File: src/core/frame_regs_pkg.sv
// Package with register offsets, field layouts, reset values and timing for the block
package frame_regs_pkg;
  localparam logic [7:0] DONE_HEAD_OFFSET = 8'h30;
  localparam logic [7:0] FRAME_INTERVAL_OFFSET = 8'h34;
  localparam logic [7:0] FRAME_REMAINING_OFFSET = 8'h38;
  localparam int DH_LSB = 4;
  localparam int FI_MSB = 13;
  localparam int FI_WIDTH = 14;
  localparam int BUDGET_LSB = 16;
  localparam int BUDGET_MSB = 30;
  localparam int BUDGET_WIDTH = 15;
  localparam int TOGGLE_BIT = 31;
  localparam logic [31:0] DONE_HEAD_RESET = 32'h0000_0000;
  localparam logic [13:0] FI_NOMINAL = 14'h2edf;
  localparam logic [31:0] FRAME_INTERVAL_RESET = {18'h00000, FI_NOMINAL};
  localparam logic [13:0] FRAME_LEFT_RESET = 14'h0000;
  localparam logic [31:0] DH_FIELD_MASK = 32'hffff_fff0;
  localparam logic [31:0] FI_FIELD_MASK = 32'hffff_3fff;
  // 12 Mbit/s bit time at 125 MHz
  localparam int BIT_TIME_PS = 83333;
  localparam int CLK_PERIOD_PS = 8000;
  localparam int BIT_TIME_CYCLES = BIT_TIME_PS / CLK_PERIOD_PS;
  localparam logic [3:0] BIT_TIME_LAST = 4'(BIT_TIME_CYCLES - 1);

  typedef struct packed {
    logic wr;
    logic rd;
    logic [7:0] addr;
    logic [31:0] wdata;
  } reg_req_type;

  typedef struct packed {
    logic [BUDGET_WIDTH-1:0] budget;
    logic sof;
  } frame_out_type;
endpackage : frame_regs_pkg

File: src/core/frame_timer.sv
// Frame remaining down counter with toggle copy and start-of-frame strobe
`timescale 1ns/1ps
module frame_timer
  import frame_regs_pkg::*;
(
  input wire logic clk,
  input wire logic rst,
  input wire logic [FI_WIDTH-1:0] interval,
  input wire logic interval_toggle,
  output logic [FI_WIDTH-1:0] frame_bits_left,
  output logic remaining_toggle,
  output logic sof
);
  logic [3:0] tick_q;
  logic [FI_WIDTH-1:0] left_q;
  logic rtog_q;
  logic sof_q;
  wire bit_tick = (tick_q == BIT_TIME_LAST);
  wire at_zero = (left_q == '0);

  always_ff @(posedge clk or posedge rst) begin
    if (rst) begin
      tick_q <= 4'h0;
    end else begin
      tick_q <= bit_tick ? 4'h0 : tick_q + 4'h1;
    end
  end

  // Zero lasts one bit time, reload happens at the next boundary
  // Count starts at zero, so the first bit time after reset loads the interval
  always_ff @(posedge clk or posedge rst) begin
    if (rst) begin
      left_q <= FRAME_LEFT_RESET;
      rtog_q <= 1'b0;
      sof_q <= 1'b0;
    end else begin
      sof_q <= bit_tick && at_zero;
      if (bit_tick) begin
        left_q <= at_zero ? interval : left_q - 14'h0001;
        if (at_zero) begin
          rtog_q <= interval_toggle;
        end
      end
    end
  end

  assign frame_bits_left = left_q;
  assign remaining_toggle = rtog_q;
  assign sof = sof_q;

  reload_value_a: assert property (@(posedge clk) disable iff (rst)
    bit_tick && at_zero |=> left_q == $past(interval)) else $error("frame reload wrong");
  decrement_step_a: assert property (@(posedge clk) disable iff (rst)
    bit_tick && !at_zero |=> left_q == $past(left_q) - 14'h0001) else $error("no decrement");
  toggle_copy_a: assert property (@(posedge clk) disable iff (rst)
    bit_tick && at_zero |=> rtog_q == $past(interval_toggle)) else $error("toggle not copied");
  hold_between_a: assert property (@(posedge clk) disable iff (rst)
    !bit_tick |=> $stable(left_q)) else $error("count moved off bit time");
  frame_start_c: cover property (@(posedge clk) disable iff (rst) sof_q);
endmodule : frame_timer

File: src/core/done_frame_regs.sv
// Done queue head pointer and frame interval registers with frame timing
`timescale 1ns/1ps
module done_frame_regs
  import frame_regs_pkg::*;
(
  input wire logic MCLK,
  input wire logic RST,
  input wire logic REG_WR,
  input wire logic REG_RD,
  input wire logic [7:0] REG_ADDR,
  input wire logic [31:0] REG_WDATA,
  output logic [31:0] REG_RDATA,
  input wire logic TD_DONE,
  input wire logic [31:0] TD_ADDR,
  output logic LINK_WR,
  output logic [31:0] LINK_ADDR,
  output logic [31:0] LINK_DATA,
  input wire logic HCCA_POST,
  output logic [31:0] HCCA_DONE_HEAD,
  output logic HCCA_WR,
  output logic SOF,
  output logic [BUDGET_WIDTH-1:0] PACKET_BUDGET
);
  reg_req_type req;
  frame_out_type fout;
  logic [31:0] done_head_q;
  logic [31:0] done_head_d;
  logic [31:0] interval_q;
  logic [31:0] interval_d;
  logic [31:0] rdata_q;
  logic [31:0] rdata_d;
  logic link_wr_q;
  logic [31:0] link_addr_q;
  logic [31:0] link_data_q;
  logic hcca_wr_q;
  logic [31:0] hcca_data_q;
  logic [BUDGET_WIDTH-1:0] budget_q;
  logic [FI_WIDTH-1:0] bits_left;
  logic rem_toggle;
  logic sof_pulse;

  function automatic logic hit(input logic [7:0] a, input logic [7:0] off);
    return a == off;
  endfunction : hit

  assign req = '{wr: REG_WR, rd: REG_RD, addr: REG_ADDR, wdata: REG_WDATA};
  wire wr_dh = req.wr && hit(req.addr, DONE_HEAD_OFFSET);
  wire wr_fi = req.wr && hit(req.addr, FRAME_INTERVAL_OFFSET);
  wire [31:0] td_addr_aligned = TD_ADDR & DH_FIELD_MASK;

  // Completion wins over posting in one cycle: the posted head goes out on
  // HCCA_DONE_HEAD and the new head links to zero, so no descriptor falls out of the queue
  always_comb begin
    done_head_d = done_head_q;
    if (wr_dh) begin
      done_head_d = req.wdata & DH_FIELD_MASK;
    end
    if (HCCA_POST) begin
      done_head_d = DONE_HEAD_RESET;
    end
    if (TD_DONE) begin
      done_head_d = td_addr_aligned;
    end
  end

  assign interval_d = wr_fi ? (req.wdata & FI_FIELD_MASK) : interval_q;

  wire [31:0] remaining_view = {rem_toggle, 17'h00000, bits_left};
  assign rdata_d = !req.rd ? rdata_q :
                   hit(req.addr, DONE_HEAD_OFFSET) ? done_head_q :
                   hit(req.addr, FRAME_INTERVAL_OFFSET) ? interval_q :
                   hit(req.addr, FRAME_REMAINING_OFFSET) ? remaining_view : 32'h0000_0000;

  always_ff @(posedge MCLK or posedge RST) begin
    if (RST) begin
      done_head_q <= DONE_HEAD_RESET;
      interval_q <= FRAME_INTERVAL_RESET;
      rdata_q <= 32'h0000_0000;
    end else begin
      done_head_q <= done_head_d;
      interval_q <= interval_d;
      rdata_q <= rdata_d;
    end
  end

  // Link write carries the old head, taken before it is overwritten, or zero when a post comes in the same cycle
  always_ff @(posedge MCLK or posedge RST) begin
    if (RST) begin
      link_wr_q <= 1'b0;
      link_addr_q <= 32'h0000_0000;
      link_data_q <= 32'h0000_0000;
      hcca_wr_q <= 1'b0;
      hcca_data_q <= 32'h0000_0000;
    end else begin
      link_wr_q <= TD_DONE;
      if (TD_DONE) begin
        link_addr_q <= td_addr_aligned;
        link_data_q <= HCCA_POST ? DONE_HEAD_RESET : done_head_q;
      end
      hcca_wr_q <= HCCA_POST;
      if (HCCA_POST) begin
        hcca_data_q <= done_head_q;
      end
    end
  end

  // Budget is the software value as written, latched once per frame
  always_ff @(posedge MCLK or posedge RST) begin
    if (RST) begin
      budget_q <= 15'h0000;
    end else if (sof_pulse) begin
      budget_q <= interval_q[BUDGET_MSB:BUDGET_LSB];
    end
  end

  frame_timer timer (
    .clk(MCLK),
    .rst(RST),
    .interval(interval_q[FI_MSB:0]),
    .interval_toggle(interval_q[TOGGLE_BIT]),
    .frame_bits_left(bits_left),
    .remaining_toggle(rem_toggle),
    .sof(sof_pulse)
  );

  assign fout = '{budget: budget_q, sof: sof_pulse};
  assign REG_RDATA = rdata_q;
  assign LINK_WR = link_wr_q;
  assign LINK_ADDR = link_addr_q;
  assign LINK_DATA = link_data_q;
  assign HCCA_WR = hcca_wr_q;
  assign HCCA_DONE_HEAD = hcca_data_q;
  assign SOF = fout.sof;
  assign PACKET_BUDGET = fout.budget;

  head_update_a: assert property (@(posedge MCLK) disable iff (RST)
    TD_DONE |=> done_head_q == $past(td_addr_aligned)) else $error("head not updated");
  link_old_head_a: assert property (@(posedge MCLK) disable iff (RST)
    TD_DONE && !HCCA_POST |=> LINK_WR && LINK_DATA == $past(done_head_q))
    else $error("link data wrong");
  post_clears_a: assert property (@(posedge MCLK) disable iff (RST)
    HCCA_POST && !TD_DONE |=> done_head_q == 32'h0 && HCCA_DONE_HEAD == $past(done_head_q))
    else $error("post did not clear");
  reserved_low_a: assert property (@(posedge MCLK) disable iff (RST)
    done_head_q[3:0] == 4'h0) else $error("reserved bits set");
  interval_write_a: assert property (@(posedge MCLK) disable iff (RST)
    wr_fi |=> interval_q == ($past(req.wdata) & FI_FIELD_MASK)) else $error("write lost");
  budget_load_a: assert property (@(posedge MCLK) disable iff (RST)
    sof_pulse |=> PACKET_BUDGET == $past(interval_q[BUDGET_MSB:BUDGET_LSB]))
    else $error("budget not loaded");
  read_back_a: assert property (@(posedge MCLK) disable iff (RST)
    REG_RD && REG_ADDR == FRAME_INTERVAL_OFFSET |=> REG_RDATA == $past(interval_q))
    else $error("read data wrong");
  reset_nominal_a: assert property (@(posedge MCLK)
    $fell(RST) |-> interval_q == FRAME_INTERVAL_RESET) else $error("bad interval reset");
  completion_c: cover property (@(posedge MCLK) disable iff (RST) TD_DONE ##1 TD_DONE);
  post_c: cover property (@(posedge MCLK) disable iff (RST) TD_DONE ##[1:5] HCCA_POST);
  retune_c: cover property (@(posedge MCLK) disable iff (RST) wr_fi ##[1:20] SOF);
endmodule : done_frame_regs

File: config.mk
export PLATFORM = sky130hd
export DESIGN_NAME = done_frame_regs
export DESIGN_NICKNAME = d
export VERILOG_FILES = /design/src/core/frame_regs_pkg.sv /design/src/core/frame_timer.sv /design/src/core/done_frame_regs.sv
export SDC_FILE = /design/constraint.sdc
export NUM_CORES = 1
export LEC_CHECK = 0
export BUFFER_PORTS_ARGS = -buffer_cell sky130_fd_sc_hd__clkbuf_2
export CORE_MARGIN = 8
export CORE_UTILIZATION = 35
export DETAILED_ROUTE_END_ITERATION = 7
export PLACE_DENSITY = 0.58
export SLEW_MARGIN = 15
export SYNTH_ARGS = -nofsm -noshare
export SYNTH_HDL_FRONTEND = slang
export SYNTH_SLANG_ARGS = --single-unit
File: constraint.sdc
create_clock -name MCLK -period 7.2 [get_ports MCLK]
set_clock_uncertainty 0.15 [all_clocks]
set_input_delay 0.36 -clock MCLK [delete_from_list [all_inputs] [get_ports MCLK]]
set_output_delay 0.36 -clock MCLK [all_outputs]
set_load 0.05 [all_outputs]
Word-level counts from Yosys, hierarchy flattened --
Cells that the tools add are included.
Word-level totals: bits in registers 223, output and inout bits 146, logic and storage cells 34
Operators by class: add/sub/neg operators 2, equality and inequality tests 4, multiplexer cells 9, reductions and logical operators 6
Operators with widths (count):
- 2-to-1 mux 32 bit | 7
- == test 8 x 6 -> 1 bit (second input constant) | 3
- zero test 14 bit | 1
- 2-to-1 mux 14 bit | 1
- subtractor 14 x 1 -> 14 bit (second input constant) | 1
- adder 4 x 1 -> 4 bit (second input constant) | 1
- == test 4 bit (second input constant) | 1
- 2-to-1 mux 4 bit | 1
- logical AND 1 bit | 3
- nonzero test 3 bit | 1
- AND reduction 2 bit | 1

Logic depth before layout (Yosys ltp) --
Gate-level depths: netlist (run 1).
word-level depth 5, mapped depth 7, gate-level depth less buffers 6

Modules after synthesis --
A second synthesis (run 1) with hierarchy kept.
Unflattened totals: cells, all modules 795, area total of the unflattened synthesis 9282.7 um^2
By module, submodules not included:
- done_frame_regs | instances 1, cells an instance 682, area an instance 8187.9 um^2, sequential area each 4793.3 um^2
- frame_timer | instances 1, cells an instance 113, area an instance 1094.8 um^2, sequential area each 500.5 um^2

Worst setup path before layout (run 1) --
No wires, ideal clock.
path kind reg-to-reg, start register timer.left_q[0], in the netlist timer.frame_bits_left[0], end register timer.left_q[7], in the netlist timer.frame_bits_left[7], library setup time 0.125 ns, arrival time 1.736 ns, data required time 6.925 ns, slack 5.189 ns, cell stages (with the launch flop) 7, path buffers 0, clock period less this slack 2.011 ns, cells stage by stage dfrtp_1 -> inv_1 -> ha_1 -> nor4b_2 -> nand3_1 -> nor2_2 -> mux2_2
Between the ends: cells in the longest elaborated chain, start to end 2
Ends and longest elaborated chain:
- from (decl) | RTL line frame_timer.sv:15 | logic [FI_WIDTH-1:0] left_q;
- from (signal assigned) | RTL line frame_timer.sv:39 | left_q <= at_zero ? interval : left_q - 14'h0001;
- subtractor 14 x 1 -> 14 bit or zero test 14 bit (tied branches) | RTL line frame_timer.sv:39, frame_timer.sv:19
- 2-to-1 mux 14 bit * | RTL line frame_timer.sv:39
Mark *: on every way between the ends. The rest lies on a longest branch, timed or not. A chain may end at the register's enable or synchronous reset.

Final worst setup path (run 1) --
Ends and elaborated chain as after synthesis.

==> impl_metrics.json, run 1 <==
{
  "core-area_mm2": 0.0253,
  "status": "complete, no violations",
  "crit_buf_inv": 1,
  "path_cells": "inv_1, ha_1, nor4b_2, nand3_1, nor2_2, mux2_2",
  "worstHoldPathCells": 2,
  "cp_max_fo": 7,
  "postPlaceCellArea_mm2": 0.0103,
  "fill_cells": 2370,
  "critPathKind": "reg -> reg",
  "grt_max_degree": 139,
  "grt_pass1_vias": 7049,
  "path_depth": 6,
  "synth_ff_type": "dfrtp_1",
  "place_congestion": 0.823,
  "clkSlewWorstSetupHoldPaths_ns": 0.06,
  "ioPinCount": 224,
  "vdd_ir_drop_max_mv": 0.156,
  "row_count": 58,
  "wirelength_um": 26100,
  "critPathTopFamily": "simple AND/OR/NAND/NOR gates",
  "rsz0062_at_grt": "no",
  "first_pass_iters": 5,
  "tightest_slew_ns": 1.10,
  "grt_use_total": 0.164,
  "worstHoldStart": "TD_DONE",
  "io_buffers": 207,
  "postRouteAntennaNets": 0,
  "wl_per_cell_um": 19.1,
  "p_leak_nw": 5.46,
  "initial_utilization": 0.357,
  "p_per_area_mw_per_mm2": 283,
  "yosysWarnings": 0,
  "setup_slack_ns": 4.71,
  "met2_usage": 0.255,
  "die_area_mm2": 0.0311,
  "fin_setup_tns_ns": 0,
  "ys_ff_latch": 211,
  "dp_hpwl_um": 17500,
  "final_layout_size_suffix_gt1_frac": 0.375,
  "hold_path_class": "in -> reg",
  "fin_crit_ns": 2.49,
  "cp-start-kind": "flop",
  "via_count": 6849,
  "period_share": 0.345,
  "postSynthCellCount": 771,
  "drc": 0,
  "drv_slew": 0,
  "hold-worst-slack_ns": 0.150,
  "die_w_um": 176,
  "ys_seq_area_frac": 0.588,
  "drtIter0Drc": 459,
  "grt-ovfl-total": 0,
  "rr_worst_depth": 6,
  "clock-sinks": 211,
  "synth_top_area_share": 0.556,
  "crit_start": "timer.frame_bits_left[0]",
  "maxCapViolCount": 0,
  "syn-cell-area_mm2": 0.00900,
  "synth-edff-count": 0,
  "pre_cts_ws_ns": 4.25,
  "grt_pass1_wl_um": 41300,
  "synth_area_leader_cell": "dfrtp_1",
  "cts_tree": "done",
  "relSlewSlack": 0.264,
  "synth.distinct_cells": 53,
  "crit_arrival_ns": 2.72,
  "async_reset_ff_frac": 1.00,
  "viasPerCell": 4.99,
  "clk_latency_ns": 0.50,
  "fmax_ghz": 0.402,
  "numCtsBuffers": 24,
  "clockBufferDepth": 3,
  "diodes": 0,
  "end_kind": "flop",
  "area.growth.synth_to_final_pct": 29.4,
  "timing.rr.start": "timer.frame_bits_left[0]",
  "hold_viol_final": 0,
  "antenna_found_initial": 0,
  "grt_util_met3": 0.0419,
  "critical_path_required_ns": 7.44,
  "synth.avg_cell_area_um2": 11.7,
  "slowest_delay_ns": 0.46,
  "cts-root-buf": "clkbuf_16",
  "use_met1": 0.227,
  "finalSetupViolations": 0,
  "yosys-top-cells-area": "dfrtp_1 (56%), mux2_2 (13%), a22oi_1 (3.9%)",
  "fp.dieH_um": 176,
  "num-nets-final": 1104,
  "busiest_layer": "met2",
  "stdcell_area_mm2": 0.0117,
  "cpMaxStageDelayCell": "dfrtp_1",
  "h-tree-depth": 1
}
==> cell usage in the layout (no fill, tap or decap), types with 3 or more instances in the layout <==
| cell type | count |
|---|---|
| a21oi_1 | 28 |
| a22oi_1 | 47 |
| buf_4 | 12 |
| clkbuf_1 | 5 |
| clkbuf_16 | 25 |
| clkbuf_2 | 206 |
| clkbuf_8 | 4 |
| clkinv_2 | 8 |
| conb_1 | 12 |
| dfrtp_1 | 200 |
| dfstp_2 | 11 |
| dlygate4sd3_1 | 61 |
| inv_1 | 51 |
| mux2_2 | 104 |
| nand2_1 | 63 |
| nand2b_1 | 11 |
| nand3_1 | 10 |
| nor2_1 | 20 |
| nor2b_1 | 12 |
| nor3_1 | 6 |
| nor4_1 | 4 |
| o2111ai_1 | 11 |
| o21ai_0 | 45 |
| o21ai_1 | 18 |
| o21ai_2 | 10 |
| o22ai_1 | 11 |
| o41ai_1 | 3 |
| xnor2_1 | 4 |
==> worst register-to-register path, stage by stage (launching register included) <==
cell     delay [ns]
dfrtp_1        0.46
inv_1          0.09
ha_1           0.27
nor4b_2        0.38
nand3_1        0.28
nor2_2         0.37
mux2_2         0.38
==> power breakdown <==
group          internal, mW  switching, mW  total (mW)
combinational         0.215          0.465       0.679
clock                 0.710          0.478        1.19
sequential             1.31          0.120        1.43
==> flip-flops by register name, indices dropped and copies added (netlist names), 4 cells and up <==
signal	flops
done_head_q	28
timer.frame_bits_left	14
REG_RDATA	32
PACKET_BUDGET	15
LINK_ADDR	28
timer.tick_q	4
HCCA_DONE_HEAD	28
LINK_DATA	28
interval_q	30
==> cell families (layout without fill, tap and decap cells) <==
kind of cell | count (synthesis) | in the layout | share of synthesized area
simple gates | 148 | 148 | 0.0828
compound gates | 186 | 186 | 0.134
mux | 105 | 105 | 0.131
flops | 211 | 211 | 0.588
buf+inv | 114 | 374 | 0.0578
xor+xnor | 5 | 5 | 0.00486
other cells | 1 | 12 | 0.000416
fa+ha+maj | 1 | 1 | 0.00139
==> synthesized netlist by cell type, drive strengths merged, types with 2 or more instances <==
master   count
a21oi       28
a22oi       47
a32oi        2
buf         28
clkbuf      34
dfrtp      200
dfstp       11
inv         52
mux2       104
nand2       64
nand2b      11
nand3       10
nand3b       2
nand4        2
nand4bb      2
nor2        23
nor2b       13
nor3         7
nor4         4
nor4b        2
o2111ai     11
o21ai       73
o22a         2
o22ai       11
o41ai        3
or3          2
or4          2
xnor2        4
==> what timing repair did <==
item / CTS / global route
buffers inserted: 0 / 0
hold endpoints to repair: 191 / 1
hold buffers: 60 / 1
resized for setup: 0 / 0
==> layout make-up <==
class / instances / area (um2) / area share
clock buffer: 34 / 699 / 0.0600
clock inverter: 9 / 70.1 / 0.00601
inverter: 52 / 203 / 0.0174
multi-input combinational: 457 / 3240 / 0.278
sequential: 211 / 5290 / 0.454
tap: 330 / 413 / 0.0354
timing repair buffer: 279 / 1730 / 0.149
==> through the flow <==
| step | instances | power [mW] | util |
|---|---|---|---|
| after floorplan | 782 | 1.92 | - |
| after global placement | 1268 | 2.09 | 0.407 |
| after detailed placement | 1268 | 2.10 | 0.407 |
| after CTS | 1371 | 3.33 | 0.461 |
| after global routing | 1372 | 3.44 | 0.462 |
| final | 1372 | 3.29 | 0.462 |
==> worst paths after layout <==
path | end | slack, ns
max | timer.frame_bits_left[7] | 4.71
min | LINK_DATA[10] | 0.15
max reg2reg | timer.frame_bits_left[7] | 4.71
min reg2reg | LINK_ADDR[25] | 0.36
max in group asynchronous | done_head_q[12] | 4.88
min in group asynchronous | REG_RDATA[26] | 0.46
==> routing by layer <==
| metal | wire, um | part of all wire |
|---|---|---|
| met1 | 12000 | 0.46 |
| met2 | 11700 | 0.45 |
| met3 | 1960 | 0.075 |
| met4 | 456 | 0.017 |
| met5 | 0 | 0 |
No activity file was read; power rests on OpenSTA's default activity.
==> inputs of run 2 (changes only) <==
--- a/config.mk
+++ b/config.mk
@@ -5,11 +5,12 @@
 export SDC_FILE = /design/constraint.sdc
 export NUM_CORES = 1
 export LEC_CHECK = 0
+export ABC_AREA = 1
 export BUFFER_PORTS_ARGS = -buffer_cell sky130_fd_sc_hd__clkbuf_2
 export CORE_MARGIN = 8
 export CORE_UTILIZATION = 35
 export DETAILED_ROUTE_END_ITERATION = 7
-export PLACE_DENSITY = 0.58
+export PLACE_DENSITY = 0.6
 export SLEW_MARGIN = 15
 export SYNTH_ARGS = -nofsm -noshare
 export SYNTH_HDL_FRONTEND = slang
==> constraint.sdc (replaced) <==
create_clock -name MCLK -period 2.04 [get_ports MCLK]
set_clock_uncertainty 0.15 [all_clocks]
set_input_delay 0.102 -clock MCLK [delete_from_list [all_inputs] [get_ports MCLK]]
set_output_delay 0.102 -clock MCLK [all_outputs]
set_load 0.05 [all_outputs]
==> run 2 against run 1 <==
Synthesized area grew 2.3%. Global-route usage grew 1.5 points. Register-to-register slack lost 4.5 ns. Worst hold slack lost 0.058 ns. Critical path type is now in -> reg. Largest power group unchanged. Total power grew to 3.2 times the previous value.
==> impl_metrics.json, run 2 <==
{
  "place_congestion": 0.859,
  "synth_area_leader_cell": "dfrtp_1",
  "row_count": 59,
  "postPlaceCellArea_mm2": 0.0107,
  "wl_per_cell_um": 16.9,
  "final_common_cell": "nand2_1",
  "synthSimpleGateAreaFrac": 0.169,
  "cpMaxStageDelayCell": "dlygate4sd3_1",
  "stdcell_area_mm2": 0.0123,
  "grt-ovfl-total": 0,
  "postRouteAntennaNets": 0,
  "async_reset_ff_frac": 1.00,
  "fmax_ghz": 0.522,
  "fin_crit_ns": 1.91,
  "worstHoldPathCells": 7,
  "end_kind": "flop",
  "maxCapViolCount": 0,
  "antenna_found_initial": 0,
  "dp_hpwl_um": 19500,
  "synth-edff-count": 0,
  "die_w_um": 178,
  "vdd_ir_drop_max_mv": 0.502,
  "first_pass_iters": 5,
  "initial_utilization": 0.355,
  "synth_top_area_share": 0.543,
  "ioPinCount": 224,
  "cts_tree": "done",
  "critical_path_required_ns": 2.34,
  "cp-start-kind": "primary input",
  "synth_ff_type": "dfrtp_1",
  "final_layout_size_suffix_gt1_frac": 0.265,
  "tightest_slew_ns": 0.553,
  "grt_use_total": 0.180,
  "synth_top_family_by_area": "simple AND/OR/NAND/NOR gates",
  "cp_max_fo": 13,
  "rr_worst_depth": 9,
  "synth.avg_cell_area_um2": 9.01,
  "setup_slack_ns": 0.126,
  "grt_max_degree": 78,
  "synth_compound_area_frac": 0.145,
  "clk_latency_ns": 0.52,
  "hold_viol_final": 0,
  "muxShareOfSynthArea": 0.0183,
  "crit_arrival_ns": 2.22,
  "rsz0062_at_grt": "no",
  "fp.dieH_um": 178,
  "grt_util_met3": 0.0404,
  "hold_path_end": "REG_RDATA[8]",
  "worstHoldStart": "REG_ADDR[6]",
  "p_leak_nw": 6.34,
  "clock-sinks": 211,
  "use_met1": 0.233,
  "largest_register_ffs": 32,
  "grt_pass1_wl_um": 45300,
  "relSlewSlack": 0.632,
  "pre_cts_ws_ns": 0.157,
  "grt_pass1_vias": 8150,
  "timing.rr.start": "timer.frame_bits_left[0]",
  "critPathTopFamily": "buffers and inverters",
  "synth_fa_ha_area_frac": 0.00136,
  "drv_slew": 0,
  "status": "complete, no violations",
  "ff2ff_setup_slack_ns": 0.22,
  "synth_commonest_cells": "nand2_1 (261), dfrtp_1 (200), inv_1 (111)",
  "cts-root-buf": "clkbuf_16",
  "area.growth.synth_to_final_pct": 33.9,
  "postSynthCellCount": 1022,
  "finalSetupViolations": 0,
  "die_area_mm2": 0.0318,
  "drtIter0Drc": 540,
  "hold_path_class": "in -> reg",
  "p_per_area_mw_per_mm2": 860,
  "ys_ff_latch": 211,
  "via_count": 7863,
  "ys_seq_area_frac": 0.575,
  "clockBufferDepth": 3,
  "crit_buf_inv": 4,
  "core-area_mm2": 0.0260,
  "yosysWarnings": 0,
  "slowest_delay_ns": 0.55,
  "final_cell_mix": "nand2_1 (260), clkbuf_2 (207), dfrtp_1 (200), inv_1 (109), o21ai_0 (105)",
  "path_cells": "dlygate4sd3_1, clkbuf_2, nand2_1, nor3_4, buf_4, nand3_1, nand3_1, dlygate4sd3_1, nand2_1, nand2_1",
  "wirelength_um": 28400,
  "h-tree-depth": 1,
  "drc": 0,
  "busiest_layer": "met2",
  "yosys-top-cells-area": "dfrtp_1 (54%), nand2_1 (11%), o21ai_0 (5.7%)",
  "cp_common_cell": "nand2_1",
  "fill_cells": 2509,
  "path_depth": 10,
  "num-nets-final": 1400,
  "met2_usage": 0.300,
  "io_buffers": 207,
  "viasPerCell": 4.69,
  "syn-cell-area_mm2": 0.00921,
  "yosysMostFrequentCell": "nand2_1",
  "synth_xor_area_frac": 0.00570,
  "critPathKind": "in -> reg",
  "clkSlewWorstSetupHoldPaths_ns": 0.06,
  "period_share": 0.938,
  "synth.distinct_cells": 34,
  "numCtsBuffers": 24,
  "r2r-end": "timer.frame_bits_left[7]"
}
run 2: worst max-delay path by stage:
stage / endpoint / slack [ns] / startpoint
6_report: REG_RDATA[10] / 0.13 / REG_ADDR[4]
5_1_grt: REG_RDATA[10] / 0.02 / REG_ADDR[4]
4_1_cts: REG_RDATA[10] / 0.14 / REG_ADDR[5]
3_5_place_dp: timer.frame_bits_left[7] / 0.16 / timer.frame_bits_left[0]
3_3_place_gp: timer.frame_bits_left[7] / 0.17 / timer.frame_bits_left[0]
2_1_floorplan: HCCA_DONE_HEAD[10] / -0.95 / RST
run 2: stage by stage:
stage	total power, mW	util	hold WS, ns	cells	setup TNS, ns
floorplan	5.92	-	-0.0166	1033	-191.72
global placement	6.44	0.412	-0.0637	1542	0
detailed placement	6.46	0.412	-0.0619	1542	0
CTS	10.7	0.474	0.0720	1674	0
global route	11.1	0.475	0.128	1674	0
finish	10.6	0.475	0.0917	1675	0
run 2: area by class of cell:
class | count | area, um2 | share of cell area
flip-flops and latches | 211 | 5290 | 0.429
multi-input cells | 645 | 3190 | 0.259
repair buffers | 324 | 2250 | 0.182
clock buffers | 37 | 701 | 0.0568
inverters | 115 | 437 | 0.0354
well taps | 335 | 419 | 0.0340
clock inverters | 7 | 41.3 | 0.00335
diodes | 1 | 2.50 | 0.000203
run 2: kinds of logic (layout without fill, tap and decap cells):
group / after synthesis / in the layout
AOI/OAI and AO/OA: 241 / 241
muxes: 15 / 15
and+or+nand+nor: 370 / 370
buffers and inverters: 177 / 483
xor gates and xnor gates: 6 / 6
DFF: 211 / 211
adders and majority gates: 1 / 1
other: 1 / 13
run 2: report_power, final:
group / switching (mW) / leakage (nW) / internal (mW)
combinational: 1.37 / 3.26 / 0.501
clock: 1.74 / 0.364 / 2.36
sequential: 0.165 / 2.72 / 4.47
total: 3.27 / 6.34 / 7.33
run 2: repair_timing:
item | in CTS | in global routing
endpoints found under the hold margin | 324 | 0
setup endpoints to repair | 0 | 5
gates resized for setup | 0 | 2
hold buffers | 88 | 0
setup buffers | 0 | 0
run 2: worst register-to-register path, delay by kind of cell (launching register included):
kind                       cells  cell delay, ns
buffers and inverters          3            0.30
and+or+nand+nor                5            0.68
DFF                            1            0.37
adders and majority gates      1            0.22
run 2: layer usage:
metal	wire [um]	share of wire
met1	12600	0.44
met2	13400	0.47
met3	1860	0.065
met4	561	0.020
met5	0	0
